[src/logic/airc_pkg.sv]
/*
  Constants for the line-input routing register pair: addresses, field
  positions, reset values and soft-step rate codes.
  Assumes a byte-wide register port with a 7-bit address in the ref_clk domain.
*/
package airc_pkg;
  localparam int          ADDR_W          = 7;
  localparam int          DATA_W          = 8;
  localparam int          LEVEL_W         = 4;
  localparam int          RATE_W          = 2;
  localparam logic [6:0]  ADDR_LEFT_ROUTE  = 7'h15;
  localparam logic [6:0]  ADDR_RIGHT_ROUTE = 7'h16;
  localparam int          DIFF_BIT        = 7;
  localparam int          LEVEL_MSB       = 6;
  localparam int          LEVEL_LSB       = 3;
  localparam int          POWER_BIT       = 2;
  localparam int          RATE_MSB        = 1;
  localparam int          RATE_LSB        = 0;
  localparam logic [2:0]  LEFT_RSVD_VALUE = 3'h0;
  localparam logic [7:0]  LEFT_RESET      = 8'h78;
  localparam logic [7:0]  RIGHT_RESET     = 8'h78;
  localparam logic [3:0]  LEVEL_MAX_GAIN  = 4'h8;
  localparam logic [3:0]  LEVEL_OFF       = 4'hF;
  localparam logic [1:0]  RATE_EVERY_FS   = 2'h0;
  localparam logic [1:0]  RATE_EVERY_2FS  = 2'h1;
  localparam logic [7:0]  RD_UNMAPPED     = 8'h00;
endpackage

[src/logic/airc_step_if.sv]
/*
  Carrier between the routing registers and the right PGA gain stepper.
  Assumes both ends sit on ref_clk.
*/
interface airc_step_if #(parameter int GAIN_W = 6);
  logic [GAIN_W-1:0] target;
  logic              fsTick;
  logic [1:0]        rate;
  logic [GAIN_W-1:0] gain;
  modport ctrl    (output target, output fsTick, output rate, input gain);
  modport stepper (input target, input fsTick, input rate, output gain);
endinterface

[src/logic/airc_pga_stepper.sv]
/*
  Right PGA gain soft-stepper: moves the applied gain one step per selected
  sample interval toward the target, or applies it at once when disabled.
  Assumes fsTick is a one-cycle pulse per sample period on ref_clk.
*/
module airc_pga_stepper
  import airc_pkg::*;
#(
  parameter int GAIN_W = 6
) (
  input  wire logic  ref_clk,
  input  wire logic  rst,
  airc_step_if.stepper stp
);
  typedef struct packed {
    logic [GAIN_W-1:0] gain;
    logic              oddTick;
  } airc_step_state_type;

  airc_step_state_type state_q;
  airc_step_state_type state_d;
  logic                stepNow;

  always_comb begin
    state_d = state_q;
    stepNow = 1'b0;
    if (stp.fsTick) begin
      state_d.oddTick = ~state_q.oddTick;
    end
    if (stp.rate == RATE_EVERY_FS) begin
      stepNow = stp.fsTick;
    end else if (stp.rate == RATE_EVERY_2FS) begin
      stepNow = stp.fsTick & state_q.oddTick;
    end
    if (stp.rate[1]) begin
      state_d.gain = stp.target;
    end else if (stepNow && stp.target > state_q.gain) begin
      state_d.gain = state_q.gain + GAIN_W'(1);
    end else if (stepNow && stp.target < state_q.gain) begin
      state_d.gain = state_q.gain - GAIN_W'(1);
    end
  end

  always_ff @(posedge ref_clk) begin
    if (rst) begin
      state_q <= '0;
    end else begin
      state_q <= state_d;
    end
  end

  assign stp.gain = state_q.gain;

  property p_step_direct;
    @(posedge ref_clk) disable iff (rst)
      stp.rate[1] |=> stp.gain == $past(stp.target);
  endproperty
  a_step_direct: assert property (p_step_direct)
    else $error("disabled stepping did not apply gain at once");

  property p_step_size;
    @(posedge ref_clk) disable iff (rst)
      !stp.rate[1] |=> (stp.gain == $past(stp.gain))
        || (stp.gain == $past(stp.gain) + GAIN_W'(1))
        || (stp.gain == $past(stp.gain) - GAIN_W'(1));
  endproperty
  a_step_size: assert property (p_step_size)
    else $error("gain moved more than one step");

  property p_step_idle;
    @(posedge ref_clk) disable iff (rst)
      (!stp.rate[1] && !stp.fsTick) |=> stp.gain == $past(stp.gain);
  endproperty
  a_step_idle: assert property (p_step_idle)
    else $error("gain moved without a sample tick");

  property p_step_half;
    @(posedge ref_clk) disable iff (rst)
      (stp.rate == RATE_EVERY_2FS && stp.fsTick && !state_q.oddTick)
        |=> stp.gain == $past(stp.gain);
  endproperty
  a_step_half: assert property (p_step_half)
    else $error("half-rate stepping moved on an even tick");
endmodule // airc_pga_stepper

[src/logic/airc_regs.sv]
/*
  Routing registers for right line input one into the left and right ADC
  PGA mixers, with right ADC power and right PGA soft-step control.
  Assumes a byte register port on ref_clk and a sample tick from the ADC clocking.
*/
module airc_regs
  import airc_pkg::*;
#(
  parameter int GAIN_W = 6
) (
  input  wire logic              ref_clk,
  input  wire logic              rst,
  input  wire logic [ADDR_W-1:0] regAddr,
  input  wire logic [DATA_W-1:0] regWrData,
  input  wire logic              regWrEn,
  input  wire logic              regRdEn,
  output logic      [DATA_W-1:0] regRdData,
  input  wire logic [GAIN_W-1:0] pgaGainTarget,
  input  wire logic              fsTick,
  output logic                   leftDiffMode,
  output logic                   leftMixConnect,
  output logic      [3:0]        leftMixLevel,
  output logic                   rightDiffMode,
  output logic                   rightMixConnect,
  output logic      [3:0]        rightMixLevel,
  output logic                   rightAdcPowerUp,
  output logic      [GAIN_W-1:0] rightPgaGain
);
  typedef struct packed {
    logic [DATA_W-1:0] leftReg;
    logic [DATA_W-1:0] rightReg;
    logic              leftConnect;
    logic              rightConnect;
    logic [DATA_W-1:0] rdData;
  } airc_regs_state_type;

  airc_regs_state_type state_q;
  airc_regs_state_type state_d;
  logic [LEVEL_W-1:0]  wrLevel;
  logic                hitLeft;
  logic                hitRight;

  airc_step_if #(.GAIN_W(GAIN_W)) stepBus ();

  assign wrLevel  = regWrData[LEVEL_MSB:LEVEL_LSB];
  assign hitLeft  = (regAddr == ADDR_LEFT_ROUTE);
  assign hitRight = (regAddr == ADDR_RIGHT_ROUTE);

  always_comb begin
    state_d = state_q;
    if (regWrEn && hitLeft) begin
      state_d.leftReg = {regWrData[DIFF_BIT:LEVEL_LSB], LEFT_RSVD_VALUE};
      // Reserved codes count as disconnected
      state_d.leftConnect = (wrLevel <= LEVEL_MAX_GAIN);
    end
    if (regWrEn && hitRight) begin
      state_d.rightReg = regWrData;
      state_d.rightConnect = (wrLevel <= LEVEL_MAX_GAIN);
    end
    if (regRdEn) begin
      if (hitLeft) begin
        state_d.rdData = state_q.leftReg;
      end else if (hitRight) begin
        state_d.rdData = state_q.rightReg;
      end else begin
        state_d.rdData = RD_UNMAPPED;
      end
    end
  end

  always_ff @(posedge ref_clk) begin
    if (rst) begin
      state_q.leftReg      <= LEFT_RESET;
      state_q.rightReg     <= RIGHT_RESET;
      state_q.leftConnect  <= 1'b0;
      state_q.rightConnect <= 1'b0;
      state_q.rdData       <= RD_UNMAPPED;
    end else begin
      state_q <= state_d;
    end
  end

  assign stepBus.target = pgaGainTarget;
  assign stepBus.fsTick = fsTick;
  assign stepBus.rate   = state_q.rightReg[RATE_MSB:RATE_LSB];

  airc_pga_stepper #(.GAIN_W(GAIN_W)) pgaStepper (
    .ref_clk (ref_clk),
    .rst     (rst),
    .stp     (stepBus.stepper)
  );

  assign regRdData       = state_q.rdData;
  assign leftDiffMode    = state_q.leftReg[DIFF_BIT];
  assign leftMixConnect  = state_q.leftConnect;
  assign leftMixLevel    = state_q.leftReg[LEVEL_MSB:LEVEL_LSB];
  assign rightDiffMode   = state_q.rightReg[DIFF_BIT];
  assign rightMixConnect = state_q.rightConnect;
  assign rightMixLevel   = state_q.rightReg[LEVEL_MSB:LEVEL_LSB];
  assign rightAdcPowerUp = state_q.rightReg[POWER_BIT];
  assign rightPgaGain    = stepBus.gain;

  property p_left_reset_off;
    @(posedge ref_clk)
      $fell(rst) |-> (!leftMixConnect && leftMixLevel == LEVEL_OFF && !leftDiffMode);
  endproperty
  a_left_reset_off: assert property (p_left_reset_off)
    else $error("left route not disconnected after reset");

  property p_right_reset_off;
    @(posedge ref_clk)
      $fell(rst) |-> (!rightMixConnect && rightMixLevel == LEVEL_OFF && !rightAdcPowerUp);
  endproperty
  a_right_reset_off: assert property (p_right_reset_off)
    else $error("right route not disconnected after reset");

  property p_left_diff;
    @(posedge ref_clk) disable iff (rst)
      (regWrEn && hitLeft) |=> leftDiffMode == $past(regWrData[DIFF_BIT]);
  endproperty
  a_left_diff: assert property (p_left_diff)
    else $error("left wiring bit not taken from write");

  property p_left_connect;
    @(posedge ref_clk) disable iff (rst)
      (regWrEn && hitLeft && wrLevel <= LEVEL_MAX_GAIN)
        |=> (leftMixConnect && leftMixLevel == $past(wrLevel));
  endproperty
  a_left_connect: assert property (p_left_connect)
    else $error("valid left level did not connect");

  property p_left_off;
    @(posedge ref_clk) disable iff (rst)
      (regWrEn && hitLeft && wrLevel == LEVEL_OFF) |=> !leftMixConnect;
  endproperty
  a_left_off: assert property (p_left_off)
    else $error("left off code left input connected");

  property p_right_connect;
    @(posedge ref_clk) disable iff (rst)
      (regWrEn && hitRight) |=> (rightMixConnect == ($past(wrLevel) <= LEVEL_MAX_GAIN))
        && rightMixLevel == $past(wrLevel);
  endproperty
  a_right_connect: assert property (p_right_connect)
    else $error("right connect does not follow level code");

  property p_left_rsvd;
    @(posedge ref_clk) disable iff (rst)
      (regRdEn && hitLeft) |=> regRdData[2:0] == LEFT_RSVD_VALUE;
  endproperty
  a_left_rsvd: assert property (p_left_rsvd)
    else $error("left reserved bits read nonzero");

  property p_right_power;
    @(posedge ref_clk) disable iff (rst)
      (regWrEn && hitRight) |=> rightAdcPowerUp == $past(regWrData[POWER_BIT]);
  endproperty
  a_right_power: assert property (p_right_power)
    else $error("right power bit not taken from write");

  property p_right_diff;
    @(posedge ref_clk) disable iff (rst)
      (regWrEn && hitRight) |=> rightDiffMode == $past(regWrData[DIFF_BIT]);
  endproperty
  a_right_diff: assert property (p_right_diff)
    else $error("right wiring bit not taken from write");

  property p_left_level;
    @(posedge ref_clk) disable iff (rst)
      (regWrEn && hitLeft) |=> leftMixLevel == $past(wrLevel);
  endproperty
  a_left_level: assert property (p_left_level)
    else $error("left level not taken from write");

  property p_left_far_code;
    @(posedge ref_clk) disable iff (rst)
      (regWrEn && hitLeft && wrLevel > LEVEL_MAX_GAIN) |=> !leftMixConnect;
  endproperty
  a_left_far_code: assert property (p_left_far_code)
    else $error("left input connected without a gain code");

  property p_right_off;
    @(posedge ref_clk) disable iff (rst)
      (regWrEn && hitRight && wrLevel == LEVEL_OFF) |=> !rightMixConnect;
  endproperty
  a_right_off: assert property (p_right_off)
    else $error("right off code left input connected");

  property p_right_rate;
    @(posedge ref_clk) disable iff (rst)
      (regWrEn && hitRight) |=> stepBus.rate == $past(regWrData[RATE_MSB:RATE_LSB]);
  endproperty
  a_right_rate: assert property (p_right_rate)
    else $error("step rate not taken from write");

  property p_left_hold;
    @(posedge ref_clk) disable iff (rst)
      !(regWrEn && hitLeft)
        |=> $stable(leftMixLevel) && $stable(leftMixConnect) && $stable(leftDiffMode);
  endproperty
  a_left_hold: assert property (p_left_hold)
    else $error("left route changed without a write");

  property p_right_hold;
    @(posedge ref_clk) disable iff (rst)
      !(regWrEn && hitRight)
        |=> $stable(rightMixLevel) && $stable(rightAdcPowerUp) && $stable(rightDiffMode);
  endproperty
  a_right_hold: assert property (p_right_hold)
    else $error("right route changed without a write");
endmodule // airc_regs

[config.mk]
export PLATFORM = sky130hd
export DESIGN_NAME = airc_regs
export DESIGN_NICKNAME = d
export VERILOG_FILES = /design/src/logic/airc_pkg.sv /design/src/logic/airc_step_if.sv /design/src/logic/airc_pga_stepper.sv /design/src/logic/airc_regs.sv
export SDC_FILE = /design/constraint.sdc
export NUM_CORES = 1
export LEC_CHECK = 0
export BUFFER_PORTS_ARGS = -buffer_cell sky130_fd_sc_hd__buf_4
export CAP_MARGIN = 20
export CELL_PAD_IN_SITES_DETAIL_PLACEMENT = 0
export CELL_PAD_IN_SITES_GLOBAL_PLACEMENT = 1
export CORE_MARGIN = 3
export CORE_UTILIZATION = 37
export DETAILED_ROUTE_END_ITERATION = 7
export PLACE_DENSITY_LB_ADDON = 0.1
export SLEW_MARGIN = 20
export SYNTH_ARGS = -nofsm -noshare
export SYNTH_HDL_FRONTEND = slang
export SYNTH_SLANG_ARGS = --single-unit
[constraint.sdc]
create_clock -name ref_clk -period 3.9 [get_ports ref_clk]
set_input_delay 0.78 -clock ref_clk [delete_from_list [all_inputs] [get_ports ref_clk]]
set_output_delay 0.78 -clock ref_clk [all_outputs]
set_load 0.005 [all_outputs]
Yosys cells after proc, flatten, opt, wreduce, memory -nomap -nowiden
Index checks and enable logic that the tools add are counted.
Widths: inputs -> output; s select.

storage, ports and cells
  input bits = 26
  register bits after elaboration = 30
  output and inout port bits = 27
  logic and storage cells = 30

cells by class
  $add $sub $neg = 2
  reduce and logical (&&, ||, !) cells = 6
  multiplexer cells = 7
  bitwise logic cells = 2
  eq/ne operators = 3
  magnitude comparators = 3

operators with widths
  kind                 count
  $mux 6               3
  $mux 8               2
  $eq 7x5->1 const B   2
  $add 6x1->6 const B  1
  $gt 6x6->1           1
  $lt 6x6->1           1
  $sub 6x1->6 const B  1
  $le 4x4->1 const B   1
  $logic_and 1x1->1    4
  $reduce_bool 3->1    1
  $eq 2x1->1 const B   1
  $logic_not 2->1      1
  $mux 1               2
  $and 1x1->1          1
  $not 1->1            1

Logic depth before layout (Yosys ltp)
Gate-level depths: netlist of the first run.

  depth in word-level cells = 7
  mapped depth = 12
  gate-level depth less buffers = 12

Modules after synthesis
A second synthesis of the first run with hierarchy kept.

second synthesis, totals
  cell total of the unflattened synthesis = 209
  area total of the unflattened synthesis = 1941.9 um2

modules (own cells, without submodules)
  module            area each (um2)  instances  sequential area each (um2)  cells an instance
  airc_regs         1198.6           1          460.4                       124
  airc_pga_stepper  743.2            1          140.1                       85

Least setup slack after synthesis of the first run
OpenSTA, ideal clock, no wires.

  path type = input-to-reg
  start point = in pgaGainTarget[5]
  end point = reg pgaStepper.state_q, in the netlist pgaStepper.stp.gain[5]
  slack = 0.959 ns
  library setup time = 0.122 ns
  arrival time = 2.820 ns
  buffers on the path = 0
  cell stages on the path = 10
  path through = ha_1 -> nand2_1 -> o21a_1 -> a211o_1 -> ha_1 -> a211oi_1 -> o21bai_1 -> a21oi_1 -> nor3_1 -> a221o_1

between the ends
  word-level cells in the longest chain between the ends = 4

RTL lines
  what                  line                    RTL
  start, declared       airc_regs.sv:18         input wire logic [GAIN_W-1:0] pgaGainTarget,
  $gt 6x6->1            airc_pga_stepper.sv:37  end else if (stepNow && stp.target > state_q.gain) begin
  $logic_and 1x1->1     airc_pga_stepper.sv:37
  $mux 6                airc_pga_stepper.sv:37
  $mux 6                airc_pga_stepper.sv:35  if (stp.rate[1]) begin
  end signal, assigned  airc_pga_stepper.sv:48  state_q <= state_d;
  end, declared         airc_pga_stepper.sv:20  airc_step_state_type state_q;

Several ways; a longest one is shown, not always the timed one.
A chain may end at the register's enable or synchronous reset.

Final worst setup path of the first run
Same ends and word-level chain as after synthesis.

==> impl_metrics.py, run 1 <==
metrics = {
    "sta": {
        "fin_crit_sh_pct": 76.36,
        "max_slew_margin_pct": 55.84,
        "setup_tns_ns": 0,
        "timing.fmax_ghz": 0.3358,
        "worst_clock_skew_ns": 0.004372,
        "drv_slew": 0,
        "hold_viol": 0,
        "setup_violations": 0,
        "worstMarginPinSlew_ns": 0.6606,
        "period_needed_ns": 2.978,
        "grt_setup_unrepaired": "no",
        "worst_slack_ns": 0.9220,
    },
    "power": {
        "leakagePower_nw": 1.027,
        "power_switching_w": 0.0003189,
        "intPower_w": 0.0006586,
        "seq_power_share_pct": 37.1,
        "p_clk_share_pct": 25.7,
        "netSwitchingFraction_pct": 32.62,
        "combPwrFrac_pct": 37.2,
        "power.density_nw_per_um2": 460.4,
        "vdd_drop_max_uv": 228.4,
    },
    "floorplan": {
        "initial_core_util_pct": 39.89,
        "die_h_um": 72.84,
        "rows": 23,
        "die_x_um": 72.84,
        "die-area_sq_um": 5305,
        "core-area_sq_um": 4144,
        "ios": 53,
    },
    "logic_synthesis": {
        "synth-seq-area-share_pct": 36.34,
        "ys_async_sr_fraction_pct": 0,
        "ys.flop_type": "dfxtp_1",
        "syn_area_sq_um": 1653,
        "synth_top_area_cell": "dfxtp_1",
        "synth_enable_flop_cells": 0,
        "synth-seq-cells": 30,
        "synth_warnings": 0,
        "synthTopCellsByArea": "dfxtp_1 36%, mux2i_1 12%, ha_1 7.6%",
        "synth_top_area_share_pct": 36.34,
        "syn-num-nets": 218,
        "ys_types": 38,
        "syn_avg_cell_area_sq_um": 9.132,
        "synthCells": 181,
    },
    "clock_network": {
        "clkSlewWorstSetupHoldPaths_ns": 0.06,
        "cts_made_buffers": 5,
        "cts_tree": "done",
        "cts_root_buffer": "clkbuf_8",
        "cts_buffer_depth": 2,
        "clk_latency_ns": 0.28,
        "post_cts_buffers": 0,
        "cts.sinks": 30,
        "cts_resized": 0,
        "postCtsHoldBufs": 0,
        "h-tree-depth": 2,
    },
    "setup_path": {
        "crit_path_start": "pgaGainTarget[5]",
        "critPathKind": "input port to flop",
        "r2r-start": "pgaStepper.stp.gain[5]$_SDFFE_PP0P_",
        "required_ns": 4.07,
        "critPathLaunchType": "input port",
        "endpoint_kind": "flop",
        "worstPathArrival_ns": 3.15,
        "cp_max_fo": 6,
    },
    "finish": {
        "area_growth_pct": 28.46,
        "fin_nets": 264,
        "antenna_cells": 0,
        "layout_commonest_cell": "buf_4",
        "mostFrequentLayoutCells": "52 x buf_4, 30 x dfxtp_1, 20 x nor2_1, 20 x mux2i_1, 13 x a21oi_1",
        "drive_gt1_share_pct": 27.63,
    },
    "route": {
        "totalWireLength_um": 3943,
        "avgRoutedWirePerCell_um": 14.18,
        "drt_iter0_drc": 56,
        "vias": 1429,
        "drc": 0,
        "avgViaCountPerCell": 5.140,
        "antenna_left": 0,
        "dr.pass1.iters": 4,
    },
    "global_route": {
        "globalRouteTotalUtil_pct": 15.16,
        "grt_pass1_wl_um": 6299,
        "grt_pass1_vias": 1332,
        "antenna_found_initial": 0,
        "grt_start_max_net_pins": 24,
        "gr-total-overflow": 0,
    },
    "place": {
        "hpwl_um": 2998,
        "gp_congestion": 0.8006,
        "portBuffers": 52,
        "pre_cts_ws_ns": 0.6240,
    },
    "min_path": {
        "hold_class": "flop to flop",
        "worstHoldStart": "regRdData[6]$_SDFFE_PP0P_",
    },
    "run_status": {
        "outcome": "finished, final reports clean",
    },
    "run": {
        "max-cap-violations": 0,
    },
}
## critical path, stage by stage
cell	delay (ns)
buf_4	0.11
ha_1	0.31
nand4_1	0.14
nor2_1	0.29
a211o_1	0.30
ha_1	0.30
a211oi_1	0.24
o21bai_1	0.10
a21oi_1	0.19
nor3_1	0.07
a221o_1	0.31
## path summary, 6_finish.rpt
path,endpoint,slack (ns),cells past startpoint
hold / removal,regRdData[6]$_SDFFE_PP0P_,0.47,2
setup reg to reg,pgaStepper.stp.gain[5]$_SDFFE_PP0P_,1.05,11
hold reg to reg,regRdData[6]$_SDFFE_PP0P_,0.47,2
setup / recovery,pgaStepper.stp.gain[5]$_SDFFE_PP0P_,0.92,11
## cells in the mapped netlist (all sizes together), types with 3 or more instances
| master | number |
|---|---|
| mux2i | 20 |
| a22o | 5 |
| xnor2 | 3 |
| xor2 | 3 |
| a21oi | 13 |
| dfxtp | 30 |
| nand3 | 9 |
| buf | 8 |
| nand2 | 11 |
| nor2b | 7 |
| ha | 10 |
| nand2b | 6 |
| clkbuf | 5 |
| inv | 7 |
| nor2 | 20 |
## kinds of logic (layout without fill, tap and decap cells)
family,count (synthesis),after routing,share of synthesized area [%]
AO/OA/AOI/OAI,34,34,14.99
XOR/XNOR,6,6,3.180
adder cells (fa/ha/maj),11,11,8.781
buffers and inverters,20,67,6.056
flip-flops,30,30,36.34
multiplexers,21,21,12.79
AND/OR/NAND/NOR,59,59,17.87
## final cells by class
type / instances / area [sq um]
inverter: 7 / 26.28
clock buffer: 7 / 86.33
fill: 423 / 2021
timing repair buffer: 52 / 390.4
sequential: 30 / 600.6
multi-input combinational: 131 / 952.2
tap: 50 / 62.56
clock inverter: 1 / 5.005
## registers in the layout, summed over array words and instances (netlist names)
signal / count
pgaStepper.state_q: 1
leftDiffMode: 1
rightDiffMode: 1
regRdData: 8
leftMixLevel: 4
state_q: 2
rightMixConnect: 1
leftMixConnect: 1
rightMixLevel: 4
pgaStepper.stp.gain: 6
rightAdcPowerUp: 1
## routing by layer
| layer | vias up | part of all wire (%) | global-route usage [%] |
|---|---|---|---|
| li1 | 720 | - | - |
| met1 | 652 | 48 | 20.44 |
| met2 | 50 | 44 | 23.05 |
| met3 | 7 | 7.1 | 4.959 |
| met4 | 0 | 1.0 | 4.508 |
| met5 | - | 0 | 0 |
## power groups by stage
stage	logic, W	clock network, W	registers (W)
2_1_floorplan	0.000289	0	0.000357
3_3_place_gp	0.000354	0	0.000367
3_5_place_dp	0.000361	0	0.000368
4_1_cts	0.000367	0.000260	0.000362
5_1_grt	0.000404	0.000280	0.000365
6_report	0.000364	0.000251	0.000363
## metrics by stage
stage / hold WS [ns] / instance area (sq um) / std cells / power [W] / util [%]
after detailed placement: 0.4677 / 2032 / 270 / 0.0007297 / 49.03
after floorplan: 0.4666 / 1653 / 181 / 0.0006456 / -
after CTS: 0.4791 / 2123 / 278 / 0.0009888 / 51.24
after global routing: 0.4980 / 2123 / 278 / 0.001049 / 51.24
final: 0.4732 / 2123 / 278 / 0.0009775 / 51.24
after global placement: 0.4626 / 2032 / 270 / 0.0007211 / 49.03
Note: power is estimated with default switching activity, not from simulation.
==> run 2, diff against run 1 <==
Settings changed: CORE_UTILIZATION 37 to 33.
Clock period 3.9 ns to 2.55 ns, I/O delays scaled along.
==> impl_metrics.py, run 2 (synthesized netlist as in run 1, its figures left out) <==
metrics = {
    "setup_path": {
        "reg2regPathDepth": 13,
        "crit_path_start": "pgaStepper.stp.gain[4]$_SDFFE_PP0P_",
        "endpoint_kind": "flop",
        "rrSetupSlack_ns": -0.11,
        "worstPathArrival_ns": 2.83,
        "critPathLaunchType": "flop",
        "rr_endpoint": "pgaStepper.stp.gain[5]$_SDFFE_PP0P_",
        "required_ns": 2.72,
        "r2r-start": "pgaStepper.stp.gain[4]$_SDFFE_PP0P_",
        "critPathKind": "flop to flop",
        "crit_end": "pgaStepper.stp.gain[5]$_SDFFE_PP0P_",
        "cp_max_fo": 5,
    },
    "floorplan": {
        "rows": 25,
        "ios": 53,
        "die_x_um": 76.77,
        "initial_core_util_pct": 34.54,
        "die_h_um": 76.77,
        "die-area_sq_um": 5894,
        "core-area_sq_um": 4786,
    },
    "finish": {
        "drive_gt1_share_pct": 44.22,
        "multi_input_area_sq_um": 1085,
        "fin_area_sq_um": 2490,
        "area_growth_pct": 50.64,
        "layout_commonest_cell": "buf_4",
        "largest_reg_flops": 8,
        "ff_latch_area_sq_um": 605.6,
        "final_cells": 318,
        "fill_cells": 469,
        "fin_nets": 287,
        "antenna_cells": 0,
        "mostFrequentLayoutCells": "74 x buf_4, 26 x dfxtp_1, 20 x nor2_1, 20 x mux2i_1, 11 x nand2_1",
    },
    "clock_network": {
        "clkSlewWorstSetupHoldPaths_ns": 0.08,
        "cts_tree": "done",
        "cts_root_buffer": "clkbuf_8",
        "postCtsHoldBufs": 0,
        "cts_buffer_depth": 2,
        "cts_made_buffers": 5,
        "h-tree-depth": 2,
        "cts.sinks": 30,
        "clk_latency_ns": 0.28,
    },
    "power": {
        "combPwrFrac_pct": 46.4,
        "seq_power_share_pct": 28.0,
        "vdd_drop_max_uv": 343.2,
        "netSwitchingFraction_pct": 32.38,
        "power_switching_w": 0.0006142,
        "power.density_nw_per_um2": 761.9,
        "leakagePower_nw": 1.155,
        "p_clk_share_pct": 25.6,
        "intPower_w": 0.001283,
    },
    "route": {
        "totalWireLength_um": 4362,
        "vias": 1499,
        "avgRoutedWirePerCell_um": 13.72,
        "avgViaCountPerCell": 4.714,
        "drt_iter0_drc": 49,
        "antenna_left": 0,
        "drc": 0,
        "dr.pass1.iters": 4,
    },
    "sta": {
        "hold_viol": 0,
        "max_slew_margin_pct": 71.92,
        "grt_setup_unrepaired": "yes",
        "timing.fmax_ghz": 0.3756,
        "worstMarginPinSlew_ns": 0.4200,
        "worst_clock_skew_ns": 0.009720,
        "period_needed_ns": 2.662,
        "worst_hold_slack_ns": 0.4626,
        "fin_crit_sh_pct": 104.4,
        "worst_slack_ns": -0.1122,
        "drv_slew": 0,
        "setup_violations": 2,
    },
    "run": {
        "max-cap-violations": 0,
    },
    "min_path": {
        "hold_class": "input port to flop",
        "worstHoldStart": "regWrData[4]",
    },
    "place": {
        "hpwl_um": 3326,
        "portBuffers": 52,
        "post_dp_cell_area_sq_um": 2268,
        "gp_congestion": 0.8417,
        "dp_cells": 308,
    },
    "global_route": {
        "grt_pass1_vias": 1620,
        "antenna_found_initial": 0,
        "grt_pass1_wl_um": 7507,
        "gr-total-overflow": 0,
        "grt_start_max_net_pins": 24,
        "globalRouteTotalUtil_pct": 15.62,
    },
    "run_status": {
        "violations": "setup timing",
        "outcome": "finished with violations",
    },
}
[run 2: cell count changes in the layout (fill, tap and decap cells not counted), sizes merged]
cell	delta
buf	+23
bufinv	+1
clkinvlp	+2
clkinv	-1
clkbuf	-2
[run 2: power groups by stage]
| stage | clock network (W) | logic (W) | registers (W) |
|---|---|---|---|
| floorplan | 0 | 0.000472 | 0.000547 |
| global placement | 0 | 0.000725 | 0.000531 |
| detailed placement | 0 | 0.000744 | 0.000533 |
| CTS | 0.000500 | 0.000811 | 0.000529 |
| global route | 0.000515 | 0.000987 | 0.000535 |
| finish | 0.000485 | 0.000881 | 0.000531 |
[run 2: stage by stage]
stage | setup slack (ns) | total power [W] | TNS [ns] | utilization [%]
4_1_cts | -0.06982 | 0.001841 | -0.1369 | 50.90
3_3_place_gp | -0.3374 | 0.001256 | -1.182 | 47.40
6_report | -0.1122 | 0.001897 | -0.1926 | 52.03
3_5_place_dp | -0.4150 | 0.001277 | -1.419 | 47.40
5_1_grt | -0.2243 | 0.002037 | -0.6224 | 52.03
2_1_floorplan | -0.02324 | 0.001019 | -0.04442 | -
[run 2: worst min-delay path by stage]
stage	end	slack, ns	depth (start not counted)
floorplan	regRdData[3]$_SDFFE_PP0P_	0.47	2
finish	leftMixLevel[1]$_SDFFE_PP1P_	0.46	3
detailed placement	regRdData[7]$_SDFFE_PP0P_	0.47	2
global placement	regRdData[7]$_SDFFE_PP0P_	0.46	2
CTS	leftMixLevel[1]$_SDFFE_PP1P_	0.45	3
global route	leftMixLevel[2]$_SDFFE_PP1P_	0.47	3
[run 2: metal layers]
layer	part of all wire [%]	GRT usage [%]	up-vias
li1	-	-	762
met1	46	19.21	696
met2	49	26.22	37
met3	4.4	4.577	4
met4	0.92	4.710	0
met5	0	0	-
[run 2: timing repair]
action | 4_1_cts | 5_1_grt
buffers inserted | 1 | 1
gates resized for setup | 12 | 8
pin swaps | 5 | 11
endpoints found under the setup margin | 3 | 5
[run 2: layout make-up]
cell class,count,share of cell area [%]
Multi-Input combinational cell,131,43.57
Sequential cell,30,24.32
Timing Repair Buffer,75,23.12
Tap cell,67,3.367
Clock buffer,5,2.764
Clock inverter,3,1.809
Inverter,7,1.055
[run 2: critical path, cell delays in order (launching register included)]
cell and delay (ns):
dfxtp_2 0.34, inv_2 0.05, ha_4 0.25, nand4_1 0.16, o21bai_4 0.22, a211o_4 0.39
buf_12 0.15, ha_4 0.27, o21ai_2 0.05, o21bai_1 0.17, a21oi_2 0.09, nand3_1 0.09
nor2_1 0.05, a221o_1 0.26
==> run 3, diff against run 2 <==
Settings changed: BUFFER_PORTS_ARGS -buffer_cell sky130_fd_sc_hd__buf_4 to -buffer_cell sky130_fd_sc_hd__buf_2.
==> impl_metrics.py, run 3 (synthesized netlist as in run 1, its figures left out) <==
metrics = {
    "run_status": {
        "outcome": "finished with violations",
        "violations": "setup timing",
    },
    "route": {
        "drc": 0,
        "vias": 1512,
        "dr.pass1.iters": 4,
        "totalWireLength_um": 4163,
        "drt_iter0_drc": 57,
        "avgRoutedWirePerCell_um": 13.22,
        "antenna_left": 0,
        "avgViaCountPerCell": 4.800,
    },
    "floorplan": {
        "ios": 53,
        "die-area_sq_um": 5894,
        "initial_core_util_pct": 34.54,
        "core-area_sq_um": 4786,
        "die_h_um": 76.77,
        "rows": 25,
        "die_x_um": 76.77,
    },
    "clock_network": {
        "cts_made_buffers": 5,
        "cts_tree": "done",
        "cts.sinks": 30,
        "cts_buffer_depth": 2,
        "cts_root_buffer": "clkbuf_8",
        "h-tree-depth": 2,
        "clk_latency_ns": 0.27,
        "clkSlewWorstSetupHoldPaths_ns": 0.06,
    },
    "setup_path": {
        "required_ns": 2.69,
        "crit_family": "compound AO/OA/AOI/OAI gates",
        "crit_path_start": "pgaStepper.stp.gain[5]$_SDFFE_PP0P_",
        "r2r-start": "pgaStepper.stp.gain[5]$_SDFFE_PP0P_",
        "path_depth": 12,
        "rr_endpoint": "pgaStepper.stp.gain[4]$_SDFFE_PP0P_",
        "critPathLaunchType": "flop",
        "critPathKind": "flop to flop",
        "cp_slowest_cell": "a211o_4",
        "crit_top_cell": "mux2i_1",
        "cp_max_fo": 6,
        "endpoint_kind": "flop",
        "rrSetupSlack_ns": -0.06,
        "reg2regPathDepth": 12,
        "slowest_delay_ns": 0.40,
        "path_buf_inv": 1,
        "crit_end": "pgaStepper.stp.gain[4]$_SDFFE_PP0P_",
        "crit_chain": "inv_2 -> ha_4 -> nand4_1 -> o21bai_4 -> a211o_4 -> fa_2 -> a21o_1 -> a21oi_2 -> xor2_1 -> mux2i_1 -> mux2i_1 -> nor2_1",
        "worstPathArrival_ns": 2.75,
    },
    "power": {
        "intPower_w": 0.001265,
        "leakagePower_nw": 1.114,
        "seq_power_share_pct": 28.8,
        "power.density_nw_per_um2": 786.7,
        "p_clk_share_pct": 26.2,
        "power_switching_w": 0.0005685,
        "vdd_drop_max_uv": 390.4,
        "netSwitchingFraction_pct": 31.00,
        "combPwrFrac_pct": 45.0,
    },
    "finish": {
        "area_growth_pct": 41.03,
        "final_cells": 315,
        "fill_cells": 487,
        "ff_latch_area_sq_um": 605.6,
        "antenna_cells": 0,
        "layout_commonest_cell": "buf_2",
        "drive_gt1_share_pct": 43.15,
        "fin_nets": 285,
        "largest_reg_flops": 8,
        "mostFrequentLayoutCells": "52 x buf_2, 26 x dfxtp_1, 21 x buf_4",
        "post-route-util_pct": 48.71,
        "multi_input_area_sq_um": 1085,
    },
    "global_route": {
        "grt_start_max_net_pins": 24,
        "globalRouteTotalUtil_pct": 14.73,
        "antenna_found_initial": 0,
        "grt_pass1_wl_um": 7086,
        "gr-total-overflow": 0,
        "grt_pass1_vias": 1547,
    },
    "sta": {
        "drv_slew": 0,
        "worstMarginPinSlew_ns": 0.4782,
        "fin_crit_sh_pct": 102.2,
        "hold_viol": 0,
        "worst_clock_skew_ns": 0.006125,
        "timing.fmax_ghz": 0.3837,
        "period_needed_ns": 2.606,
        "grt_setup_unrepaired": "yes",
        "setup_violations": 3,
        "max_slew_margin_pct": 68.12,
        "worst_slack_ns": -0.05627,
    },
    "place": {
        "portBuffers": 52,
        "dp_cells": 307,
        "gp_congestion": 0.8602,
        "hpwl_um": 3189,
    },
    "min_path": {
        "hold_class": "input port to flop",
    },
    "run": {
        "max-cap-violations": 0,
    },
}
-- run 3: cell types whose count changed in the layout (fill, tap and decap cells not counted) --
| cell | before | now |
|---|---|---|
| o21ai_1 | 1 | 2 |
| inv_1 | 3 | 4 |
| buf_12 | 1 | 0 |
| clkbuf_8 | 5 | 6 |
| buf_4 | 74 | 21 |
| inv_2 | 4 | 3 |
| buf_2 | 0 | 52 |
| clkinvlp_4 | 2 | 0 |
| mux2_1 | 1 | 0 |
| mux2_4 | 0 | 1 |
| o21ai_2 | 1 | 0 |
-- run 3: layer usage --
metal	GRT usage, %	vias to the layer above	wire length (um)
met3	4.460	11	215
met2	23.26	44	1882
met4	5.797	0	72
li1	-	761	-
met5	0	-	0
met1	18.69	696	1993
-- run 3: power groups by stage --
stage          sequential, W  combinational [W]  clock [W]
2_1_floorplan       0.000547           0.000472          0
3_3_place_gp        0.000531           0.000692          0
3_5_place_dp        0.000532           0.000709          0
4_1_cts             0.000527           0.000777   0.000496
5_1_grt             0.000532           0.000922   0.000517
6_report            0.000529           0.000824   0.000481
-- run 3: per-stage QoR --
stage / cell area [sq um] / total power (W) / TNS (ns) / hold slack, ns / worst slack, ns
after CTS: 2296 / 0.001800 / -0.1084 / 0.4586 / -0.06249
after floorplan: 1710 / 0.001019 / -0.04442 / 0.4666 / -0.02324
after detailed placement: 2131 / 0.001241 / -1.557 / 0.4617 / -0.4486
final: 2331 / 0.001834 / -0.07927 / 0.4693 / -0.05627
after global routing: 2331 / 0.001971 / -0.5416 / 0.4786 / -0.1756
after global placement: 2131 / 0.001223 / -1.297 / 0.4582 / -0.3572
-- run 3: area by class of cell --
| class | instances | area share [%] |
|---|---|---|
| flip-flops and latches | 30 | 25.98 |
| clock buffers | 6 | 3.543 |
| multi-input cells | 131 | 46.54 |
| inverters | 7 | 1.127 |
| well taps | 67 | 3.596 |
| repair buffers | 73 | 17.93 |
| clock inverters | 1 | 1.288 |
-- run 3: how the worst min path moves through the flow --
stage	startpoint	to	slack, ns	cells past startpoint
2_1_floorplan	regRdData[3]$_SDFFE_PP0P_	regRdData[3]$_SDFFE_PP0P_	0.47	2
3_3_place_gp	regRdData[7]$_SDFFE_PP0P_	regRdData[7]$_SDFFE_PP0P_	0.46	2
3_5_place_dp	regRdData[7]$_SDFFE_PP0P_	regRdData[7]$_SDFFE_PP0P_	0.46	2
4_1_cts	regWrData[0]	state_q[10]$_SDFFE_PP0P_	0.46	3
5_1_grt	regWrData[5]	leftMixLevel[2]$_SDFFE_PP1P_	0.48	3
6_report	regWrData[0]	state_q[10]$_SDFFE_PP0P_	0.47	3
-- run 3: repair_timing --
| action | CTS | global route |
|---|---|---|
| cloned | 0 | 0 |
| buffers inserted | 1 | 0 |
| hold buffers | 0 | 0 |
| pin swaps | 6 | 5 |
| gates resized for setup | 11 | 9 |
| endpoints found under the hold margin | 0 | 0 |
| endpoints found under the setup margin | 4 | 5 |
-- run 3: worst reg2reg max path, cell delays in order, from the launching register on --
cell	delay, ns
dfxtp_2	0.33
inv_2	0.05
ha_4	0.27
nand4_1	0.15
o21bai_4	0.22
a211o_4	0.40
fa_2	0.36
a21o_1	0.17
a21oi_2	0.12
xor2_1	0.15
mux2i_1	0.09
mux2i_1	0.12
nor2_1	0.05
